===== config.mk =====
export PLATFORM = sky130hd
export DESIGN_NAME = hrs_resp
export DESIGN_NICKNAME = d
export VERILOG_FILES = /design/src/shared/hrs_pkg.sv /design/src/rtl/hrs_ioq.sv /design/src/rtl/hrs_resp.sv
export VERILOG_INCLUDE_DIRS = /design/src /design/src/shared
export SDC_FILE = /design/constraint.sdc
export NUM_CORES = 1
export LEC_CHECK = 0
export CAP_MARGIN = 0
export CORE_ASPECT_RATIO = 1.4
export CORE_MARGIN = 2
export CORE_UTILIZATION = 35
export DETAILED_ROUTE_END_ITERATION = 8
export DONT_BUFFER_PORTS = 1
export PLACE_DENSITY = 0.57
export SYNTH_ARGS = -nofsm -noshare
export SYNTH_HDL_FRONTEND = slang
export SYNTH_SLANG_ARGS = --single-unit

===== constraint.sdc =====
create_clock -name ref_clk -period 3.4 [get_ports ref_clk]
set_input_delay 0 -clock ref_clk [delete_from_list [all_inputs] [get_ports ref_clk]]
set_output_delay 0 -clock ref_clk [all_outputs]
set_load 0.02 [all_outputs]

===== src/shared/hrs_consts.svh =====
// constants for the host-bus response and special-cycle block
`ifndef HRS_CONSTS_SVH
`define HRS_CONSTS_SVH
`define HRS_RS_IDLE      3'h0
`define HRS_RS_RETRY     3'h1
`define HRS_RS_DEFER     3'h2
`define HRS_RS_NODATA    3'h5
`define HRS_RS_IWB       3'h6
`define HRS_RS_NORMAL    3'h7
`define HRS_REQA_SPECIAL 5'h08
`define HRS_REQB_SPECIAL 3'h1
`define HRS_SC_NOP       8'h00
`define HRS_SC_SHUTDOWN  8'h01
`define HRS_SC_FLUSH     8'h02
`define HRS_SC_HALT      8'h03
`define HRS_SC_SYNC      8'h04
`define HRS_SC_FLUSH_ACK 8'h05
`define HRS_SC_STOP_ACK  8'h06
`define HRS_SC_SMM_ACK   8'h07
`define HRS_IOQ_DEPTH    4
`endif


===== src/shared/hrs_pkg.sv =====
// types for the host-bus response and special-cycle block
package hrs_pkg;
   // hub-side special cycle kinds
   typedef enum logic [1:0] {
      HRS_HUB_SHUTDOWN = 2'h0,
      HRS_HUB_HALT     = 2'h1,
      HRS_HUB_STOP     = 2'h2
   } hrs_hub_kind_e;
   // response state
   typedef enum logic [1:0] {
      HRS_IDLE = 2'h0,
      HRS_HUB  = 2'h1,
      HRS_RESP = 2'h3
   } hrs_state_e;
endpackage : hrs_pkg


===== src/rtl/hrs_ioq.sv =====
// in-order queue of pending host requests
`timescale 1ns/1ns
`default_nettype none
module hrs_ioq #(
   parameter int WIDTH = 8,
   parameter int DEPTH = 4
) (
   input  wire logic             ref_clk,  // host clock
   input  wire logic             resetn,   // async reset, low
   input  wire logic             push,     // new request
   input  wire logic [WIDTH-1:0] push_data,// request word
   input  wire logic             pop,      // retire head
   output logic                  full,     // no free slot
   output logic                  empty,    // nothing pending
   output logic      [WIDTH-1:0] head      // oldest request
);
   localparam int AW = $clog2(DEPTH);
   logic [WIDTH-1:0] mem [DEPTH];
   logic [AW-1:0]    wp, rp, next_wp, next_rp;
   logic [AW:0]      cnt, next_cnt;
   logic             do_push, do_pop;

   // pointer and count update
   always_comb begin
      do_push  = push && !full;
      do_pop   = pop && !empty;
      next_wp  = do_push ? AW'(wp + 1'b1) : wp;
      next_rp  = do_pop ? AW'(rp + 1'b1) : rp;
      next_cnt = (AW+1)'(cnt + {{AW{1'b0}}, do_push} - {{AW{1'b0}}, do_pop});
   end

   always_ff @(posedge ref_clk or negedge resetn) begin
      if (!resetn) begin
         wp  <= '0;
         rp  <= '0;
         cnt <= '0;
      end else begin
         wp  <= next_wp;
         rp  <= next_rp;
         cnt <= next_cnt;
      end
   end

   // storage, no reset needed
   always_ff @(posedge ref_clk) begin
      if (do_push) begin
         mem[wp] <= push_data;
      end
   end

   assign full  = (cnt == (AW+1)'(DEPTH));
   assign empty = (cnt == '0);
   assign head  = mem[rp];
endmodule : hrs_ioq
`default_nettype wire


===== src/rtl/hrs_resp.sv =====
// response encoder and special-cycle handler for the host bus
`timescale 1ns/1ns
`default_nettype none
`include "hrs_consts.svh"
// What this block does
// - retry when resource unreachable now
// - retry only hub accesses, locked DRAM reads
// - defer only out-of-order capable transactions
// - no-data for writes, zero-length reads
// - implicit writeback on modified snoop hit
// - normal data for reads; 000 idle
// - special cycle: 01000 and xx001
// - first phase address ignored for special
// - type from second-phase byte field
// - nop completes with no effect
// - shutdown forwarded, retired after master abort
// - flush retired locally
// - halt forwarded, retired after master abort
// - sync retired locally
// - flush acknowledge retired locally
// - stop grant forwarded, retired after abort
// - smm ack with bit7 opens smm space
// - bit7 accesses go to smm space while it is open
// - smm ack never forwarded to hub
// - smm ack without bit7 closes space
// - in-order processing, four outstanding
module hrs_resp #(
   parameter int IOQ_DEPTH = `HRS_IOQ_DEPTH
) (
   input  wire logic        ref_clk,                   // host clock 25 MHz
   input  wire logic        resetn,                    // async reset, low
   input  wire logic        req_valid,                 // request phase strobe
   input  wire logic [4:0]  request_code_first_phase,  // first request code
   input  wire logic [4:0]  request_code_second_phase, // second request code
   input  wire logic [32:0] first_phase_address,       // first address phase
   input  wire logic [7:0]  second_phase_type_field,   // second phase type
   input  wire logic        smm_space_select_bit,      // second phase bit 7
   input  wire logic        is_read,                   // decoded: read
   input  wire logic        zero_len,                  // decoded: zero length
   input  wire logic        hub_target,                // decoded: to hub
   input  wire logic        gfx_target,                // decoded: to graphics
   input  wire logic        io_space,                  // decoded: i/o cycle
   input  wire logic        int_ack,                   // decoded: int ack
   input  wire logic        locked_dram_rd,            // decoded: locked DRAM read
   input  wire logic        busy,                      // resource unreachable now
   input  wire logic        defer_en,                  // deferral allowed
   input  wire logic        snoop_hitm,                // snoop hit modified
   input  wire logic        data_done,                 // read data ready / done
   input  wire logic        hub_master_abort,          // hub cycle ended by abort
   output logic             full,                      // ioq full, stall requests
   output logic [2:0]       response_status_code,      // response encoding
   output logic             resp_valid,                // response strobe
   output logic             hub_special_req,           // hub special cycle request
   output logic [1:0]       hub_special_kind,          // hub special kind
   output logic             system_management_mode,    // smm space open
   output logic             smm_access                 // last request hits smm space
);
   // queued word: special, type(8), bits smm bit7,read,zl,retry-able,deferrable
   localparam int QW = 14;
   logic          q_full, q_empty, q_pop;
   logic [QW-1:0] q_head, q_in;
   logic          special;

   // special cycle detect, address phase one not used
   assign special = (request_code_first_phase == `HRS_REQA_SPECIAL)
                 && (request_code_second_phase[2:0] == `HRS_REQB_SPECIAL);

   // can-defer: hub reads/io writes/int ack, gfx reads/io writes
   function automatic logic can_defer(input logic rd, input logic hub, input logic gfx,
                                      input logic io, input logic ia);
      can_defer = (hub && (rd || io || ia)) || (gfx && (rd || io));
   endfunction : can_defer

   always_comb begin
      q_in = {special, second_phase_type_field, smm_space_select_bit, is_read, zero_len,
              (hub_target || locked_dram_rd),
              can_defer(is_read, hub_target, gfx_target, io_space, int_ack)};
   end

   // in-order queue of four outstanding requests
   hrs_ioq #(.WIDTH(QW), .DEPTH(IOQ_DEPTH)) hrs_ioq_i (
      .ref_clk   (ref_clk),
      .resetn    (resetn),
      .push      (req_valid),
      .push_data (q_in),
      .pop       (q_pop),
      .full      (q_full),
      .empty     (q_empty),
      .head      (q_head)
   );

   wire       h_spec  = q_head[13];
   wire [7:0] h_type  = q_head[12:5];
   wire       h_b7    = q_head[4];
   wire       h_rd    = q_head[3];
   wire       h_zl    = q_head[2];
   wire       h_retry = q_head[1];
   wire       h_defer = q_head[0];

   hrs_pkg::hrs_state_e state, next_state;
   logic [2:0] next_rs;
   logic       next_rv, next_hreq, next_smm, next_acc, next_full;
   logic [1:0] next_kind;

   // response selection per head of queue
   always_comb begin
      next_state = state;
      next_rs    = `HRS_RS_IDLE;
      next_rv    = 1'b0;
      next_hreq  = hub_special_req;
      next_kind  = hub_special_kind;
      next_smm   = system_management_mode;
      next_acc   = smm_access;
      next_full  = q_full;
      q_pop      = 1'b0;
      if (req_valid && !special) begin
         next_acc = system_management_mode && smm_space_select_bit;
      end
      unique case (state)
         hrs_pkg::HRS_IDLE: begin
            if (!q_empty) begin
               if (h_spec) begin
                  unique case (h_type)
                     `HRS_SC_SHUTDOWN: begin
                        next_hreq  = 1'b1;
                        next_kind  = hrs_pkg::HRS_HUB_SHUTDOWN;
                        next_state = hrs_pkg::HRS_HUB;
                     end
                     `HRS_SC_HALT: begin
                        next_hreq  = 1'b1;
                        next_kind  = hrs_pkg::HRS_HUB_HALT;
                        next_state = hrs_pkg::HRS_HUB;
                     end
                     `HRS_SC_STOP_ACK: begin
                        next_hreq  = 1'b1;
                        next_kind  = hrs_pkg::HRS_HUB_STOP;
                        next_state = hrs_pkg::HRS_HUB;
                     end
                     `HRS_SC_SMM_ACK: begin
                        next_smm   = h_b7;
                        next_state = hrs_pkg::HRS_RESP;
                     end
                     default: begin
                        // nop, flush, sync, flush ack and reserved: retire here
                        next_state = hrs_pkg::HRS_RESP;
                     end
                  endcase
               end else if (snoop_hitm) begin
                  next_rs    = `HRS_RS_IWB;
                  next_rv    = 1'b1;
                  q_pop      = 1'b1;
               end else if (busy && h_retry) begin
                  next_rs    = `HRS_RS_RETRY;
                  next_rv    = 1'b1;
                  q_pop      = 1'b1;
               end else if (busy && defer_en && h_defer) begin
                  next_rs    = `HRS_RS_DEFER;
                  next_rv    = 1'b1;
                  q_pop      = 1'b1;
               end else if (data_done) begin
                  next_rs    = (h_rd && !h_zl) ? `HRS_RS_NORMAL : `HRS_RS_NODATA;
                  next_rv    = 1'b1;
                  q_pop      = 1'b1;
               end
            end
         end
         hrs_pkg::HRS_HUB: begin
            if (hub_master_abort) begin
               next_hreq  = 1'b0;
               next_state = hrs_pkg::HRS_RESP;
            end
         end
         hrs_pkg::HRS_RESP: begin
            next_rs    = `HRS_RS_NODATA;
            next_rv    = 1'b1;
            q_pop      = 1'b1;
            next_state = hrs_pkg::HRS_IDLE;
         end
         default: next_state = hrs_pkg::HRS_IDLE;
      endcase
   end

   always_ff @(posedge ref_clk or negedge resetn) begin
      if (!resetn) begin
         state                  <= hrs_pkg::HRS_IDLE;
         response_status_code   <= `HRS_RS_IDLE;
         resp_valid             <= 1'b0;
         hub_special_req        <= 1'b0;
         hub_special_kind       <= 2'h0;
         system_management_mode <= 1'b0;
         smm_access             <= 1'b0;
         full                   <= 1'b0;
      end else begin
         state                  <= next_state;
         response_status_code   <= next_rs;
         resp_valid             <= next_rv;
         hub_special_req        <= next_hreq;
         hub_special_kind       <= next_kind;
         system_management_mode <= next_smm;
         smm_access             <= next_acc;
         full                   <= next_full;
      end
   end
endmodule : hrs_resp
`default_nettype wire


==> Implementation_results.wiki, run 1 <==
{| class="wikitable"
! Metric !! Value
|-
| Outcome || finished, final reports clean
|-
| Remaining routing DRC violations || 0
|-
| Endpoint type of the worst setup path || flop
|-
| Top library cells by usage in the layout, fill and taps aside || edfxtp_1 (56), dlygate4sd3_1 (25), dfrtp_1 (19)
|-
| Crit path max fanout || 3
|-
| Signed area change from the synthesized netlist to the final layout || 20.83%
|-
| Largest stage delay on the critical path || 570 ps
|-
| Number of vias per cell || 5.011
|-
| Global-route wire length before repair || 9.094 mm
|-
| NetSw || 955.2 µW
|-
| Final setup violation count || 0
|-
| Total CTS buffers || 9
|-
| Synthesized area per cell || 15.57 µm²
|-
| Number of standard-cell rows in the floorplan || 41
|-
| Initial core utilization || 35.74%
|-
| Clock power frac || 29.2%
|-
| Final Wtd Congestion || 0.7084
|-
| Overflow after GRT || 0
|-
| Via count of the first global-routing pass || 1824
|-
| Relative slew slack || 41.80%
|-
| Boundary Pins || 77
|-
| Ys Warns || 0
|-
| Start-to-end type of the worst setup path || flop to flop
|-
| Htree depth || 3
|-
| Initial drt markers || 54
|-
| Clock latency of the later-clocked register in the worst-skew pair || 330 ps
|-
| Worst setup skew after layout || 4.523 ps
|-
| Most frequent standard cell in the layout excluding fill and tap cells || edfxtp_1
|-
| Setup TNS || 0 ps
|-
| Area of the die || 0.009959 mm²
|-
| Number of cells on the worst reg-to-reg path || 12
|-
| GRT Overall Usage || 12.41%
|-
| Routed Antenna Nets || 0
|-
| Slew at the pin closest to its max-slew limit || 870.2 ps
|-
| Final worst-path cycle share || 93.16%
|-
| Time the final worst path needs with I/O delays and setup || 3167 ps
|-
| Post-route setup slack || 232.7 ps
|-
| Post-synthesis simple-gate area fraction || 10.73%
|-
| Syn Std Cell Area || 0.003208 mm²
|-
| Buffer depth of the longest clock path || 2
|-
| Setup slack after placement || 120.7 ps
|-
| Placed wire-length estimate || 3.863 mm
|-
| Critical path arrival || 3380 ps
|-
| Pin count of the biggest net entering global routing || 20
|-
| Clock-pin slew reported for the worst setup and hold paths after clock tree synthesis || 60 ps
|-
| Top FF cell, synth || edfxtp_1
|-
| Mux contribution to synthesized area || 5.694%
|-
| Total number of vias || 1774
|-
| Buffer type at the clock tree root || clkbuf_16
|-
| Instance count of the mapped netlist || 206
|-
| CTS tree || done
|-
| Core ar. || 0.008977 mm²
|-
| Sequential share of power || 42.5%
|-
| Chip height || 117.3 µm
|-
| Compound-Gate Fraction of Synth Area || 8.502%
|-
| Number of buffers and inverters on the critical path || 2
|-
| Unrepaired setup endpoints after global routing || false
|-
| Antenna diode instance count || 0
|-
| Number of post-CTS setup repair buffers || 0
|-
| Combinational family with the most area after synthesis || simple AND/OR/NAND/NOR gates
|-
| Standby leakage power || 0.001404 µW
|-
| Number of detailed-routing iterations run before antenna repair || 4
|-
| CTS sink count || 75
|-
| Buffers added on ports || 0
|-
| Average wire per cell in the routed design || 15.73 µm
|-
| Sequential share of the synthesized area || 67.24%
|-
| Startpoint types || flop
|-
| Highest-delay cell along the critical path || mux4_1
|-
| Data required time of the worst path || 3620 ps
|-
| Worst path cell trace || mux4_1 -> and2_1 -> a2111oi_4 -> o21ai_1 -> and2_1 -> ha_1 -> inv_1 -> ha_1 -> inv_1 -> fa_1 -> xnor2_1 -> xnor2_1
|-
| Count of endpoints failing hold in the final timing report || 0
|-
| Path type of the worst min-delay path || input pin to flop
|-
| Number of max-slew violations in the final report || 0
|-
| Top Family by Delay on Critical Path || adder cells
|-
| R2r setup slk || 230 ps
|-
| Share of post-route cells with drive strength above 1 || 14.98%
|-
| Distinct cell type count after synthesis || 53
|-
| XOR/XNOR Fraction of Synth Area || 0.8190%
|-
| Worst voltage drop across the vdd grid || 0.0003995 V
|-
| Adder and majority gate portion of the synthesized area || 4.134%
|-
| Syn Nets || 283
|-
| X dimension of the die || 84.92 µm
|-
| Number of maximum-capacitance violations || 0
|-
| Net count reported at finish || 319
|-
| Synthesized flop and latch total || 75
|-
| Path length in cells of the critical path || 12
|-
| Combinational fraction of design power || 28.3%
|-
| Power Dens Cells || 816.5 mW/mm²
|-
| Final routed wirelength across all metal layers || 5.567 mm
|-
| Async set-reset flop share out of synthesis || 25.33%
|-
| Number of enable flip-flop cells after synthesis || 56
|-
| Cell internal power dissipation || 2210 µW
|-
| Switching part of the total || 30.18%
|-
| Hold Path Stages || 4
|-
| Maximum clock frequency || 315.7 MHz
|-
| Initial antenna violation count || 0
|}
## cells in the mapped netlist, types with 2 or more instances
library cell | number | area, µm²
nor2_1 | 3 | 11.26
a2bb2oi_1 | 2 | 17.52
clkbuf_8 | 3 | 41.29
nor4_1 | 2 | 12.51
nor3_1 | 2 | 10.01
and2_1 | 8 | 50.05
nand2b_1 | 5 | 31.28
o22a_1 | 2 | 17.52
nand2_1 | 15 | 56.30
nand3_1 | 4 | 20.02
xnor2_1 | 3 | 26.28
dfrtp_1 | 19 | 475.5
a211o_1 | 2 | 17.52
nor3b_1 | 2 | 15.01
or4_1 | 4 | 30.03
or2b_2 | 2 | 17.52
ha_1 | 9 | 112.6
buf_2 | 2 | 10.01
inv_1 | 10 | 37.54
o31ai_1 | 2 | 15.01
a21oi_1 | 6 | 30.03
mux4_2 | 6 | 135.1
a31oi_1 | 2 | 12.51
edfxtp_1 | 56 | 1682
o21ai_0 | 7 | 35.03
## per-stage QoR
step / total power [µW] / hold slack (ps) / utilization [%] / instances / instance area (µm²)
floorplan: 2031 / -295.6 / - / 206 / 3208
global placement: 2206 / -295.2 / 37.11 / 313 / 3332
detailed placement: 2233 / -295.3 / 37.11 / 313 / 3332
CTS: 3201 / 12.74 / 42.95 / 352 / 3856
global route: 3378 / 48.58 / 43.18 / 354 / 3876
finish: 3165 / 33.14 / 43.18 / 354 / 3876
## logic make-up after synthesis
logic type,after synthesis
AO/OA/AOI/OAI,35
adder cells (fa/ha/maj),10
multiplexers,9
AND/OR/NAND/NOR,58
buffers and inverters,16
XOR/XNOR,3
flip-flops,75
## state kept, by name, summed over array words and instances, names as in the netlist
name                    cells
hub_special_req             1
full                        1
response_status_code        3
hrs_ioq_i.wp                2
hub_special_kind            2
hrs_ioq_i.rp                2
state                       2
hrs_ioq_i.cnt               3
hrs_ioq_i.mem              56
smm_access                  1
resp_valid                  1
system_management_mode      1
## power by group through the flow
stage,Combinational [µW],Sequential (µW),Clock [µW]
after floorplan,697,1330,0
after global placement,843,1360,0
after detailed placement,864,1370,0
after CTS,906,1350,945
after global routing,1020,1370,991
final,897,1350,923
## per-layer routing
layer | part of all wire (%) | GRT usage, %
met5 | 0 | 0
met2 | 54 | 22.26
met1 | 41 | 12.97
met3 | 3.4 | 3.927
met4 | 2.2 | 6.667
## timing repair
| action | 4_1_cts | 5_1_grt |
|---|---|---|
| endpoints found under the hold margin | 76 | 1 |
| endpoints found under the setup margin | 0 | 1 |
| hold buffers | 23 | 2 |
| resized for setup | 0 | 1 |
## final cells by class
cell class,instances,area (µm²)
inverter,10,37.54
sequential,75,2157
tap,107,133.9
timing repair buffer,31,295.3
fill,780,5101
multi-input combinational,115,958.4
clock buffer,9,225.2
clock inverter,7,68.82
## path summary, 6_finish.rpt
| check | to | start |
|---|---|---|
| min in group asynchronous | system_management_mode | resetn |
| min | hrs_ioq_i.rp[1] | data_done |
| max in group asynchronous | hub_special_req | resetn |
| max | hrs_ioq_i.cnt[2] | hrs_ioq_i.rp[0] |
| min reg2reg | full | hrs_ioq_i.cnt[0] |
| max reg2reg | hrs_ioq_i.cnt[2] | hrs_ioq_i.rp[0] |
## worst min-delay path, cell delays in order
cell       delay [ps]
a2111oi_4          30
buf_4             140
nand3_1            70
nand4_1            80
Note: power is estimated with default switching activity, not from simulation.
==> inputs of run 2 (changes only) <==
--- a/config.mk
+++ b/config.mk
@@ -9,10 +9,10 @@
 export CAP_MARGIN = 0
 export CORE_ASPECT_RATIO = 1.4
 export CORE_MARGIN = 2
-export CORE_UTILIZATION = 35
+export CORE_UTILIZATION = 45
 export DETAILED_ROUTE_END_ITERATION = 8
 export DONT_BUFFER_PORTS = 1
-export PLACE_DENSITY = 0.57
+export PLACE_DENSITY = 0.68
 export SYNTH_ARGS = -nofsm -noshare
 export SYNTH_HDL_FRONTEND = slang
 export SYNTH_SLANG_ARGS = --single-unit
==> run 2 against run 1 <==
Against the previous run: clock skew is 2.7 ps higher; via count is 0.28% higher; count of clock-buffer cells in the layout stayed put; final area is 2.5% lower; flip-flop and latch count stayed put; global-route usage is 2.8 points higher.
==> Implementation_results.wiki, run 2 (same netlist as run 1, synthesis figures left out) <==
{| class="wikitable"
! Metric !! Value
|-
| Pin count of the biggest net entering global routing || 20
|-
| Most frequent standard cell in the layout excluding fill and tap cells || edfxtp_1
|-
| Count of placed standard cells including taps || 301
|-
| Number of detailed-routing iterations run before antenna repair || 4
|-
| Global-route wire length before repair || 8.735 mm
|-
| Buffer type at the clock tree root || clkbuf_8
|-
| Clock latency of the later-clocked register in the worst-skew pair || 340 ps
|-
| Unrepaired setup endpoints after global routing || false
|-
| Post-layout power || 2979 µW
|-
| Total CTS buffers || 9
|-
| Buffers added on ports || 0
|-
| Placed wire-length estimate || 3.574 mm
|-
| Sequential standard cell area || 0.002157 mm²
|-
| Remaining routing DRC violations || 0
|-
| Chip height || 103.9 µm
|-
| Relative slew slack || 43.32%
|-
| Slew at the pin closest to its max-slew limit || 847.5 ps
|-
| Net count reported at finish || 318
|-
| Top register by number of flip-flops || hrs_ioq_i.mem
|-
| Initial antenna violation count || 0
|-
| Total number of vias || 1779
|-
| Signed area change from the synthesized netlist to the final layout || 17.82%
|-
| Crit path max fanout || 3
|-
| Critical path arrival || 3410 ps
|-
| Buffer depth of the longest clock path || 2
|-
| Outcome || finished, final reports clean
|-
| Area of the die || 0.007830 mm²
|-
| Number of post-CTS setup repair buffers || 0
|-
| Power Dens Cells || 788.2 mW/mm²
|-
| Number of standard-cell rows in the floorplan || 36
|-
| Htree depth || 3
|-
| Area of the multi-input gates || 958.4 µm²
|-
| Number of max-slew violations in the final report || 0
|-
| Data required time of the worst path || 3630 ps
|-
| Worst voltage drop across the vdd grid || 0.0003746 V
|-
| Final standard cell count with taps included and fillers excluded || 341
|-
| Boundary Pins || 77
|-
| Clock-pin slew reported for the worst setup and hold paths after clock tree synthesis || 80 ps
|-
| Top library cells by usage in the layout, fill and taps aside || edfxtp_1 (56), dlygate4sd3_1 (24), dfrtp_1 (19)
|-
| Initial core utilization || 46.25%
|-
| Count of endpoints failing hold in the final timing report || 0
|-
| Final worst-path cycle share || 93.47%
|-
| Time the final worst path needs with I/O delays and setup || 3178 ps
|-
| Setup TNS || 0 ps
|-
| CTS sink count || 75
|-
| Core ar. || 0.006937 mm²
|-
| Routed Antenna Nets || 0
|-
| Endpoint type of the worst setup path || flop
|-
| Start-to-end type of the worst setup path || flop to flop
|-
| Largest registers || hrs_ioq_i.mem (56), hrs_ioq_i.cnt (3), response_status_code (3)
|-
| Number of maximum-capacitance violations || 0
|-
| Filler instances || 595
|-
| GRT Overall Usage || 15.23%
|-
| Number of vias per cell || 5.217
|-
| Final routed wirelength across all metal layers || 5.314 mm
|-
| Maximum clock frequency || 314.7 MHz
|-
| Via count of the first global-routing pass || 1803
|-
| Average wire per cell in the routed design || 15.58 µm
|-
| Final Wtd Congestion || 0.7948
|-
| End-of-flow core utilization || 54.49%
|-
| Startpoint types || flop
|-
| CTS tree || done
|-
| Initial drt markers || 59
|-
| Share of post-route cells with drive strength above 1 || 15.45%
|-
| Antenna diode instance count || 0
|-
| Path type of the worst min-delay path || input pin to flop
|-
| Final setup violation count || 0
|-
| Overflow after GRT || 0
|-
| Standby leakage power || 0.001377 µW
|-
| Worst setup skew after layout || 7.173 ps
|-
| Number of flip-flops under the largest register name || 56
|-
| X dimension of the die || 75.36 µm
|}
==> run 2: cell count changes in the layout (fill, tap and decap cells not counted) <==
cell	change
clkinv_1	-1
clkbuf_16	-9
clkinv_4	+1
clkbuf_8	+9
bufinv_16	+1
dlygate4sd3_1	-1
clkinvlp_4	-3
inv_6	+2
==> run 2: cell type report <==
cell class	instances	share of cell area, %
clock buffers	9	3.277
clock inverters	7	2.615
inverters	10	0.9930
multi-input cells	115	25.36
flip-flops and latches	75	57.07
well taps	95	3.145
repair buffers	30	7.547
==> run 2: worst paths after layout <==
| check | from | endpoint | slack [ps] | depth (start not counted) |
|---|---|---|---|---|
| worst max-delay path | hrs_ioq_i.rp[0] | hrs_ioq_i.cnt[2] | 220 | 12 |
| worst min-delay path | data_done | response_status_code[1] | 20 | 3 |
| worst max register to register | hrs_ioq_i.rp[0] | hrs_ioq_i.cnt[2] | 220 | 12 |
| worst min register to register | hrs_ioq_i.cnt[0] | full | 500 | 1 |
| max in group asynchronous | resetn | hrs_ioq_i.rp[0] | 2680 | 1 |
| min in group asynchronous | resetn | resp_valid | 200 | 1 |
==> run 2: power by group <==
group	switching (µW)	internal, µW
sequential	127	1220
combinational	468	417
clock	334	418
total	929	2050
==> run 2: layer usage <==
metal	part of all wire, %	wire length [µm]	GRT usage [%]
met5	0	0	0
met4	1.2	64	6.892
met3	3.5	185	3.682
met2	56	2981	25.78
met1	39	2082	17.65
==> run 2: worst max-delay path, stage by stage (launching register included) <==
cell and delay (ps):
dfrtp_1 400, mux4_1 570, and2_1 220, a2111oi_4 380, o21ai_1 150, and2_1 180
ha_1 280, inv_1 60, ha_1 130, inv_1 50, fa_1 380, xnor2_1 150
xnor2_1 130
==> run 2: metrics by stage <==
step | worst slack (ps) | hold slack, ps | area [µm²]
after floorplan | 312.8 | -295.6 | 3208
after global placement | 182.7 | -295.0 | 3317
after detailed placement | 166.5 | -294.8 | 3317
after CTS | 134.7 | 4.321 | 3770
after global routing | 20.19 | 10.53 | 3780
final | 222.0 | 24.29 | 3780
==> run 2: timing repair <==
item,in CTS,in global routing
hold buffers,23,1
resized for setup,0,1
setup endpoints to repair,0,1
endpoints found under the hold margin,77,1
